$ cat src/inc/pwr_sleep_pkg.sv
// Function
// bit 1 of power control written one halts processor
// trigger bit one enters selected low-power state
// trigger bit always reads back zero
// any interrupt clears trigger, returns to active
// sleep bit 7 enables usb, zero resets it
// waking from deep states clears usb enable
// bit 6 shows crystal oscillator stable
// bit 5 shows fast rc oscillator stable
// bits 4:3 give last reset cause
// latest reset cause overwrites any earlier one
// fast oscillator power-down bit resets to one
// clock source toggle clears power-down bit
// power-down set deferred until calibration ends
// power-down powers off the unselected fast oscillator
// mode field encodes halt, light, deep, deepest
// mode field cleared once a sleep state entered
// writes to read-only flags and cause ignored
package pwr_sleep_pkg;

    localparam logic [7:0] POWER_CONTROL_ADDR = 8'h87;
    localparam logic [7:0] SLEEP_CONTROL_ADDR = 8'hbe;

    // power control fields
    localparam int PC_TRIGGER_BIT = 0;
    localparam int PC_RESERVED_BIT = 1;
    localparam int PC_SPARE_LSB = 2;
    localparam logic [5:0] PC_SPARE_RESET = 6'h00;

    // sleep control fields
    localparam int SC_USB_EN_BIT = 7;
    localparam int SC_CRYSTAL_OSC_STABLE_BIT = 6;
    localparam int SC_FAST_RC_OSC_STABLE_BIT = 5;
    localparam int SC_CAUSE_LSB = 3;
    localparam int SC_UNUSED_FAST_OSC_POWERDOWN_BIT = 2;
    localparam int SC_MODE_LSB = 0;
    localparam logic SC_USB_EN_RESET = 1'b0;
    localparam logic SC_UNUSED_FAST_OSC_POWERDOWN_RESET = 1'b1;
    localparam logic [1:0] SC_MODE_RESET = 2'h0;

    // reset cause codes
    localparam logic [1:0] CAUSE_POWER_ON = 2'h0;
    localparam logic [1:0] CAUSE_EXTERNAL = 2'h1;
    localparam logic [1:0] CAUSE_WATCHDOG = 2'h2;

    // mode field codes
    localparam logic [1:0] MODE_HALT = 2'h0;
    localparam logic [1:0] MODE_LIGHT = 2'h1;
    localparam logic [1:0] MODE_DEEP = 2'h2;
    localparam logic [1:0] MODE_DEEPEST = 2'h3;

    typedef enum logic [2:0] {
        active_state = 3'b000,
        cpu_halt_state = 3'b001,
        light_sleep_state = 3'b010,
        deep_sleep_state = 3'b011,
        deepest_sleep_state = 3'b100
    } pwr_state_t;

    typedef struct packed {
        logic wr;
        logic rd;
        logic [7:0] addr;
        logic [7:0] wdata;
    } sfr_req_t;

endpackage

$ cat src/rtl/power_mode_sleep_control.sv
`timescale 1ns/10ps
module power_mode_sleep_control
    import pwr_sleep_pkg::*;
(
    // clock and reset
    input wire logic sys_clk,
    input wire logic rst_b,
    // special function register access
    input sfr_req_t sfr_req,
    output logic [7:0] sfr_rdata,
    // reset sources
    input wire logic ext_rst_b,
    input wire logic wdt_expire,
    // wake and clock control
    input wire logic irq_req,
    input wire logic system_clock_source_select,
    input wire logic calib_busy,
    // oscillator status from analog
    input wire logic crystal_osc_stable,
    input wire logic fast_rc_osc_stable,
    // power outputs
    output pwr_state_t power_state,
    output logic cpu_stopped,
    output logic usb_enable,
    output logic usb_reset,
    output logic crystal_osc_powerdown,
    output logic rc_osc_powerdown
);

    logic rst_meta_r, rst_sync_b;
    logic [1:0] ext_sync_r, fast_crystal_oscillator_sync_r, hfrc_sync_r;
    logic ext_prev_r, clk_sel_prev_r;
    logic soft_rst, ext_evt, toggle;
    logic wr_pc, wr_sc, rd_pc, rd_sc;
    logic [5:0] pc_spare_r;
    logic stop_r;
    logic usb_en_r, unused_fast_osc_powerdown_r, pd_pending_r;
    logic [1:0] cause_r, mode_r;
    logic [7:0] rdata_r;
    pwr_state_t state_r;

    always_ff @(posedge sys_clk or negedge rst_b) begin
        if (!rst_b) begin
            rst_meta_r <= 1'b0;
            rst_sync_b <= 1'b0;
        end else begin
            rst_meta_r <= 1'b1;
            rst_sync_b <= rst_meta_r;
        end
    end

    // pin and analog inputs through two flops
    always_ff @(posedge sys_clk or negedge rst_sync_b) begin
        if (!rst_sync_b) begin
            ext_sync_r <= 2'h3;
            fast_crystal_oscillator_sync_r <= 2'h0;
            hfrc_sync_r <= 2'h0;
            ext_prev_r <= 1'b1;
            clk_sel_prev_r <= 1'b0;
        end else begin
            ext_sync_r <= {ext_sync_r[0], ext_rst_b};
            fast_crystal_oscillator_sync_r <= {fast_crystal_oscillator_sync_r[0], crystal_osc_stable};
            hfrc_sync_r <= {hfrc_sync_r[0], fast_rc_osc_stable};
            ext_prev_r <= ext_sync_r[1];
            clk_sel_prev_r <= system_clock_source_select;
        end
    end

    assign ext_evt = ext_prev_r && !ext_sync_r[1];
    assign soft_rst = ext_evt || wdt_expire;
    assign toggle = system_clock_source_select != clk_sel_prev_r;
    assign wr_pc = sfr_req.wr && sfr_req.addr == POWER_CONTROL_ADDR;
    assign wr_sc = sfr_req.wr && sfr_req.addr == SLEEP_CONTROL_ADDR;
    assign rd_pc = sfr_req.rd && sfr_req.addr == POWER_CONTROL_ADDR;
    assign rd_sc = sfr_req.rd && sfr_req.addr == SLEEP_CONTROL_ADDR;

    // latest cause kept across external and watchdog resets
    always_ff @(posedge sys_clk or negedge rst_sync_b) begin
        if (!rst_sync_b) begin
            cause_r <= CAUSE_POWER_ON;
        end else if (wdt_expire) begin
            cause_r <= CAUSE_WATCHDOG;
        end else if (ext_evt) begin
            cause_r <= CAUSE_EXTERNAL;
        end
    end

    always_ff @(posedge sys_clk or negedge rst_sync_b) begin
        if (!rst_sync_b) begin
            pc_spare_r <= PC_SPARE_RESET;
            stop_r <= 1'b0;
        end else if (soft_rst) begin
            pc_spare_r <= PC_SPARE_RESET;
            stop_r <= 1'b0;
        end else if (wr_pc) begin
            pc_spare_r <= sfr_req.wdata[7:PC_SPARE_LSB];
            if (sfr_req.wdata[PC_RESERVED_BIT]) begin
                stop_r <= 1'b1;
            end
        end
    end

    // power state sequencer; trigger bit lives here as the state
    always_ff @(posedge sys_clk or negedge rst_sync_b) begin
        if (!rst_sync_b) begin
            state_r <= active_state;
        end else if (soft_rst) begin
            state_r <= active_state;
        end else if (state_r != active_state) begin
            if (irq_req) begin
                state_r <= active_state;
            end
        end else if (wr_pc && sfr_req.wdata[PC_TRIGGER_BIT] && !irq_req) begin
            case (mode_r)
                MODE_HALT: state_r <= cpu_halt_state;
                MODE_LIGHT: state_r <= light_sleep_state;
                MODE_DEEP: state_r <= deep_sleep_state;
                MODE_DEEPEST: state_r <= deepest_sleep_state;
                default: state_r <= active_state;
            endcase
        end
    end

    always_ff @(posedge sys_clk or negedge rst_sync_b) begin
        if (!rst_sync_b) begin
            mode_r <= SC_MODE_RESET;
        end else if (soft_rst) begin
            mode_r <= SC_MODE_RESET;
        end else if (state_r != active_state && state_r != cpu_halt_state) begin
            mode_r <= MODE_HALT;
        end else if (wr_sc) begin
            mode_r <= sfr_req.wdata[SC_MODE_LSB +: 2];
        end
    end

    always_ff @(posedge sys_clk or negedge rst_sync_b) begin
        if (!rst_sync_b) begin
            usb_en_r <= SC_USB_EN_RESET;
        end else if (soft_rst) begin
            usb_en_r <= SC_USB_EN_RESET;
        end else if (irq_req && (state_r == deep_sleep_state
                                 || state_r == deepest_sleep_state)) begin
            usb_en_r <= 1'b0;
        end else if (wr_sc) begin
            usb_en_r <= sfr_req.wdata[SC_USB_EN_BIT];
        end
    end

    // power-down bit, with a set held back during calibration
    always_ff @(posedge sys_clk or negedge rst_sync_b) begin
        if (!rst_sync_b) begin
            unused_fast_osc_powerdown_r <= SC_UNUSED_FAST_OSC_POWERDOWN_RESET;
            pd_pending_r <= 1'b0;
        end else if (soft_rst) begin
            unused_fast_osc_powerdown_r <= SC_UNUSED_FAST_OSC_POWERDOWN_RESET;
            pd_pending_r <= 1'b0;
        end else if (toggle) begin
            unused_fast_osc_powerdown_r <= 1'b0;
            pd_pending_r <= 1'b0;
        end else if (wr_sc) begin
            if (!sfr_req.wdata[SC_UNUSED_FAST_OSC_POWERDOWN_BIT]) begin
                unused_fast_osc_powerdown_r <= 1'b0;
                pd_pending_r <= 1'b0;
            end else if (calib_busy) begin
                pd_pending_r <= 1'b1;
            end else begin
                unused_fast_osc_powerdown_r <= 1'b1;
                pd_pending_r <= 1'b0;
            end
        end else if (pd_pending_r && !calib_busy) begin
            unused_fast_osc_powerdown_r <= 1'b1;
            pd_pending_r <= 1'b0;
        end
    end

    always_ff @(posedge sys_clk or negedge rst_sync_b) begin
        if (!rst_sync_b) begin
            rdata_r <= 8'h00;
        end else if (rd_pc) begin
            rdata_r <= {pc_spare_r, 2'h0};
        end else if (rd_sc) begin
            // status flags and cause come only from hardware
            rdata_r <= {usb_en_r, fast_crystal_oscillator_sync_r[1], hfrc_sync_r[1], cause_r,
                        unused_fast_osc_powerdown_r, mode_r};
        end
    end

    // halted or asleep: both fast oscillators off in light, deep and deepest sleep
    always_comb begin
        crystal_osc_powerdown = 1'b0;
        rc_osc_powerdown = 1'b0;
        if (state_r != active_state && state_r != cpu_halt_state) begin
            crystal_osc_powerdown = 1'b1;
            rc_osc_powerdown = 1'b1;
        end else if (unused_fast_osc_powerdown_r) begin
            crystal_osc_powerdown = system_clock_source_select;
            rc_osc_powerdown = !system_clock_source_select;
        end
    end

    assign sfr_rdata = rdata_r;
    assign power_state = state_r;
    assign cpu_stopped = stop_r;
    assign usb_enable = usb_en_r;
    assign usb_reset = !usb_en_r;

    a_reserved_stop: assert property (@(posedge sys_clk) disable iff (!rst_sync_b)
        wr_pc && sfr_req.wdata[PC_RESERVED_BIT] && !soft_rst |=> cpu_stopped)
        else $error("reserved bit write did not stop cpu");

    a_trigger_enters: assert property (@(posedge sys_clk) disable iff (!rst_sync_b)
        wr_pc && sfr_req.wdata[PC_TRIGGER_BIT] && state_r == active_state && !irq_req
        && !soft_rst && mode_r == MODE_DEEP |=> power_state == deep_sleep_state)
        else $error("trigger did not enter selected state");

    a_trigger_reads_zero: assert property (@(posedge sys_clk) disable iff (!rst_sync_b)
        rd_pc |=> sfr_rdata[1:0] == 2'h0)
        else $error("trigger bit read back nonzero");

    a_irq_wakes: assert property (@(posedge sys_clk) disable iff (!rst_sync_b)
        irq_req && power_state != active_state |=> power_state == active_state)
        else $error("interrupt did not wake device");

    a_deep_wake_usb: assert property (@(posedge sys_clk) disable iff (!rst_sync_b)
        irq_req && (power_state == deep_sleep_state || power_state == deepest_sleep_state)
        |=> !usb_enable && usb_reset)
        else $error("usb enable survived deep wake");

    a_cause_latest: assert property (@(posedge sys_clk) disable iff (!rst_sync_b)
        wdt_expire || ext_evt
        |=> cause_r == ($past(wdt_expire) ? CAUSE_WATCHDOG : CAUSE_EXTERNAL))
        else $error("reset cause not latest");

    a_pd_toggle: assert property (@(posedge sys_clk) disable iff (!rst_sync_b)
        toggle && !soft_rst |=> !unused_fast_osc_powerdown_r && !pd_pending_r)
        else $error("toggle did not clear power-down");

    a_pd_defer: assert property (@(posedge sys_clk) disable iff (!rst_sync_b)
        wr_sc && sfr_req.wdata[SC_UNUSED_FAST_OSC_POWERDOWN_BIT] && calib_busy && !unused_fast_osc_powerdown_r
        && !toggle && !soft_rst |=> !unused_fast_osc_powerdown_r && pd_pending_r)
        else $error("power-down not deferred during calibration");

    a_mode_cleared: assert property (@(posedge sys_clk) disable iff (!rst_sync_b)
        power_state == light_sleep_state && !soft_rst |=> mode_r == MODE_HALT)
        else $error("mode not cleared in sleep");

endmodule // power_mode_sleep_control

$ cat config.mk
export PLATFORM = sky130hd
export DESIGN_NAME = power_mode_sleep_control
export DESIGN_NICKNAME = d
export VERILOG_FILES = /design/src/inc/pwr_sleep_pkg.sv /design/src/rtl/power_mode_sleep_control.sv
export SDC_FILE = /design/constraint.sdc
export NUM_CORES = 1
export LEC_CHECK = 0
export CORE_MARGIN = 4
export CORE_UTILIZATION = 55
export DETAILED_ROUTE_END_ITERATION = 8
export DONT_BUFFER_PORTS = 1
export PLACE_DENSITY = 0.76
export SKIP_LAST_GASP = 1
export SYNTH_ARGS = -nofsm -noshare
export SYNTH_HDL_FRONTEND = slang
export SYNTH_SLANG_ARGS = --single-unit
$ cat constraint.sdc
create_clock -name sys_clk -period 1 [get_ports sys_clk]
set_input_delay 0 -clock sys_clk [delete_from_list [all_inputs] [get_ports sys_clk]]
set_output_delay 0 -clock sys_clk [all_outputs]
set_load 0.05 [all_outputs]
==> flow_summary.toml <==
[worst_setup_path]
path_delay_family = "flip-flops"
critPathRequiredTime_ps = 1220
crit_fanout = 3
critPathKind = "flip-flop to flip-flop"
worst-r2r-cell-count = 4
crit_arrival_ps = 1680
slowest_delay_ps = 440
worst-path-buf-inv = 0
crit_chain = "nor3_4 > nand3_2 > o221ai_4 > mux2_4"
cp-end-kind = "flip-flop"
slowest_stage = "dfrtp_2"
startpoint_type = "flip-flop"
critical_path_cell_count = 4

[floorplanning]
die_w_um = 60.99
die_h_um = 60.99
dieArea_um2 = 3719
row_count = 18
start_util_pct = 60.14
ioPinCount = 43
core_region_area_um2 = 2567

[finish]
stdcell_count = 220
regArea_um2 = 885.9
fillers = 98
syn2layout_area_growth_pct = 51.78
layout-drive-gt1-share_pct = 44.74
nNetsFinal = 219
multiInputGateArea_um2 = 794.5
antenna_cells = 0

[drt]
ant_nets = 0
routedWlPerCell_um = 21.99
drc = 0
drtPass1Iterations = 4
vias_per_cell = 6.055
drt_iter0_markers = 98
route.top_layer_used = "met4"
vias = 1332
met1Wirelength_mm = 1.756
wl_met2_mm = 2.543
met3WireLength_um = 347
routed_wl_mm = 4.837

[global_routing]
antenna_found_initial = 0
grt_overflow = 0
grt_pass1_wl_mm = 6.617
grt_usage_pct = 25.33
grt_max_degree = 34
grt_pass1_vias = 1433

[synthesis]
synth_seq_cells = 35
synth_area_leader_cell = "dfrtp_1"
synth.top_cells.by_area = "dfrtp_1 50%, mux2i_1 10%, dfstp_2 6.8%"
synthArstFlopShare_pct = 100.0
synth_common_cells = "31 x dfrtp_1, 20 x nor2_1, 16 x mux2i_1"
syn_nets = 160
seq_area_frac_synth_pct = 57.05
postSynthAreaPerCell_um2 = 11.88
synthFlopType = "dfrtp_1"
synth_edf_count = 0
yosysTopAreaCellShare_pct = 50.24
synth_warnings = 0
synth.most_common_cell = "dfrtp_1"
syn_area_um2 = 1544
netlist-cell-type-count = 35
syn_inst = 130

[cts]
numClockSinks = 35
cts_buffer_depth = 2
htree_levels = 2
insertion_delay_ps = 340
clk_pin_slew_ps = 110
cts_tree = "done"
cts_made_buffers = 5
root_buffer = "clkbuf_4"

[sta]
hold_viol_final = 0
min_period_over_period_pct = 145.6
fin_skew_ps = 13.45
timing.hold.ws_ps = 59.49
worst_slack_ps = -456.1
rsz0062_at_grt = "true"
layout_min_cycle_time_ps = 1456
finalSetupViolations = 22
drv_slew = 0
max_freq_mhz = 686.7

[power_and_ir_drop]
vdd.ir_drop.worst_uv = 1814
p_leak_nw = 1.148
p_per_area_nw_per_um2 = 1246
power_mw = 2.919

[place]
gp_congestion = 0.8492
numPortBuffers = 0
dp_hpwl_mm = 2.643
dp.cells = 189

[worst_hold_path]
hp-class = "primary input to flip-flop"
min_path_cells = 3

[status]
status = "finished with violations"
violations = "negative setup slack"

[run]
drv_cap = 0
[cell usage in the layout (no fill, tap or decap), drive strengths merged, types with 2 or more instances in the layout]
cell,instances
nor3b,2
ha,3
nor2,20
o21ai,3
nand3,5
a31oi,2
a21o,2
dfstp,4
clkinvlp,2
dlygate4sd3,18
a21oi,6
nand2,5
inv,5
mux2i,16
mux2,3
nand2b,3
nor3,3
dfrtp,31
and4b,2
buf,36
clkbuf,5
[final cells by class]
cell class                 instances  share of cell area (%)
tap                               30                   1.602
sequential                        35                   37.80
timing repair buffer              55                   23.44
inverter                           5                  0.8009
clock buffer                       5                   1.602
clock inverter                     3                  0.8542
multi-input combinational         87                   33.90
[registers in the layout (all words and copies together), names as in the netlist]
| register | flops |
|---|---|
| hfrc_sync_r | 2 |
| unused_fast_osc_powerdown_r | 1 |
| power_state | 3 |
| rst_sync_b | 1 |
| mode_r | 2 |
| rst_meta_r | 1 |
| cpu_stopped | 1 |
| sfr_rdata | 8 |
| ext_prev_r | 1 |
| pc_spare_r | 6 |
| clk_sel_prev_r | 1 |
| usb_enable | 1 |
| fast_crystal_oscillator_sync_r | 2 |
| cause_r | 2 |
| pd_pending_r | 1 |
| ext_sync_r | 2 |
[per-layer routing]
metal  vias to the layer above  global-route usage [%]
met5                         -                       0
met4                         0                   12.69
met3                        20                   6.170
met2                        82                   45.80
met1                       659                   27.34
li1                        571                       -
[through the flow]
stage	setup TNS, ps	util, %	setup WS [ps]	area, um2
2_1_floorplan	-2354	-	-547.2	1614
3_3_place_gp	-3834	73.25	-343.3	1881
3_5_place_dp	-4797	73.25	-384.8	1881
4_1_cts	-4063	87.67	-410.1	2251
5_1_grt	-6430	91.28	-525.6	2344
6_report	-5403	91.28	-456.1	2344
[worst reg2reg max path, cell delays in order, from the launching register on]
cell      delay (ps)
dfrtp_2          440
nor3_4           220
nand3_2          130
o221ai_4         220
mux2_4           340
[cells by family after synthesis]
family | Yosys count | synth area share [%]
fa+ha+maj | 3 | 2.431
compound gates | 20 | 9.320
mux | 19 | 12.56
other cells | 1 | 0.2429
simple gates | 43 | 15.80
buf+inv | 8 | 2.025
flops | 35 | 57.05
xor+xnor | 1 | 0.5674
[timing repair]
action	CTS	global route
pin swaps	5	10
resized for setup	26	21
setup buffers	3	3
endpoints found under the setup margin	22	31
hold buffers	19	0
hold endpoints to repair	28	0
[worst paths after layout]
kind / from / endpoint / slack, ps
worst max-delay path: power_state[2] / power_state[1] / -460
worst min-delay path: sfr_req[13] / sfr_rdata[1] / 60
worst max register to register: power_state[2] / power_state[1] / -460
worst min register to register: rst_sync_b / pc_spare_r[0] / 230
max in group asynchronous: rst_b / rst_sync_b / 470
min in group asynchronous: rst_sync_b / pc_spare_r[0] / 230
[where the power goes]
part / leakage (nW) / internal [mW] / switching (mW)
Sequential: 0.444 / 1.49 / 0.0508
Clock: 0.0272 / 0.269 / 0.514
Combinational: 0.676 / 0.245 / 0.352
Total: 1.15 / 2.00 / 0.917
(Power assumes the default switching activity.)
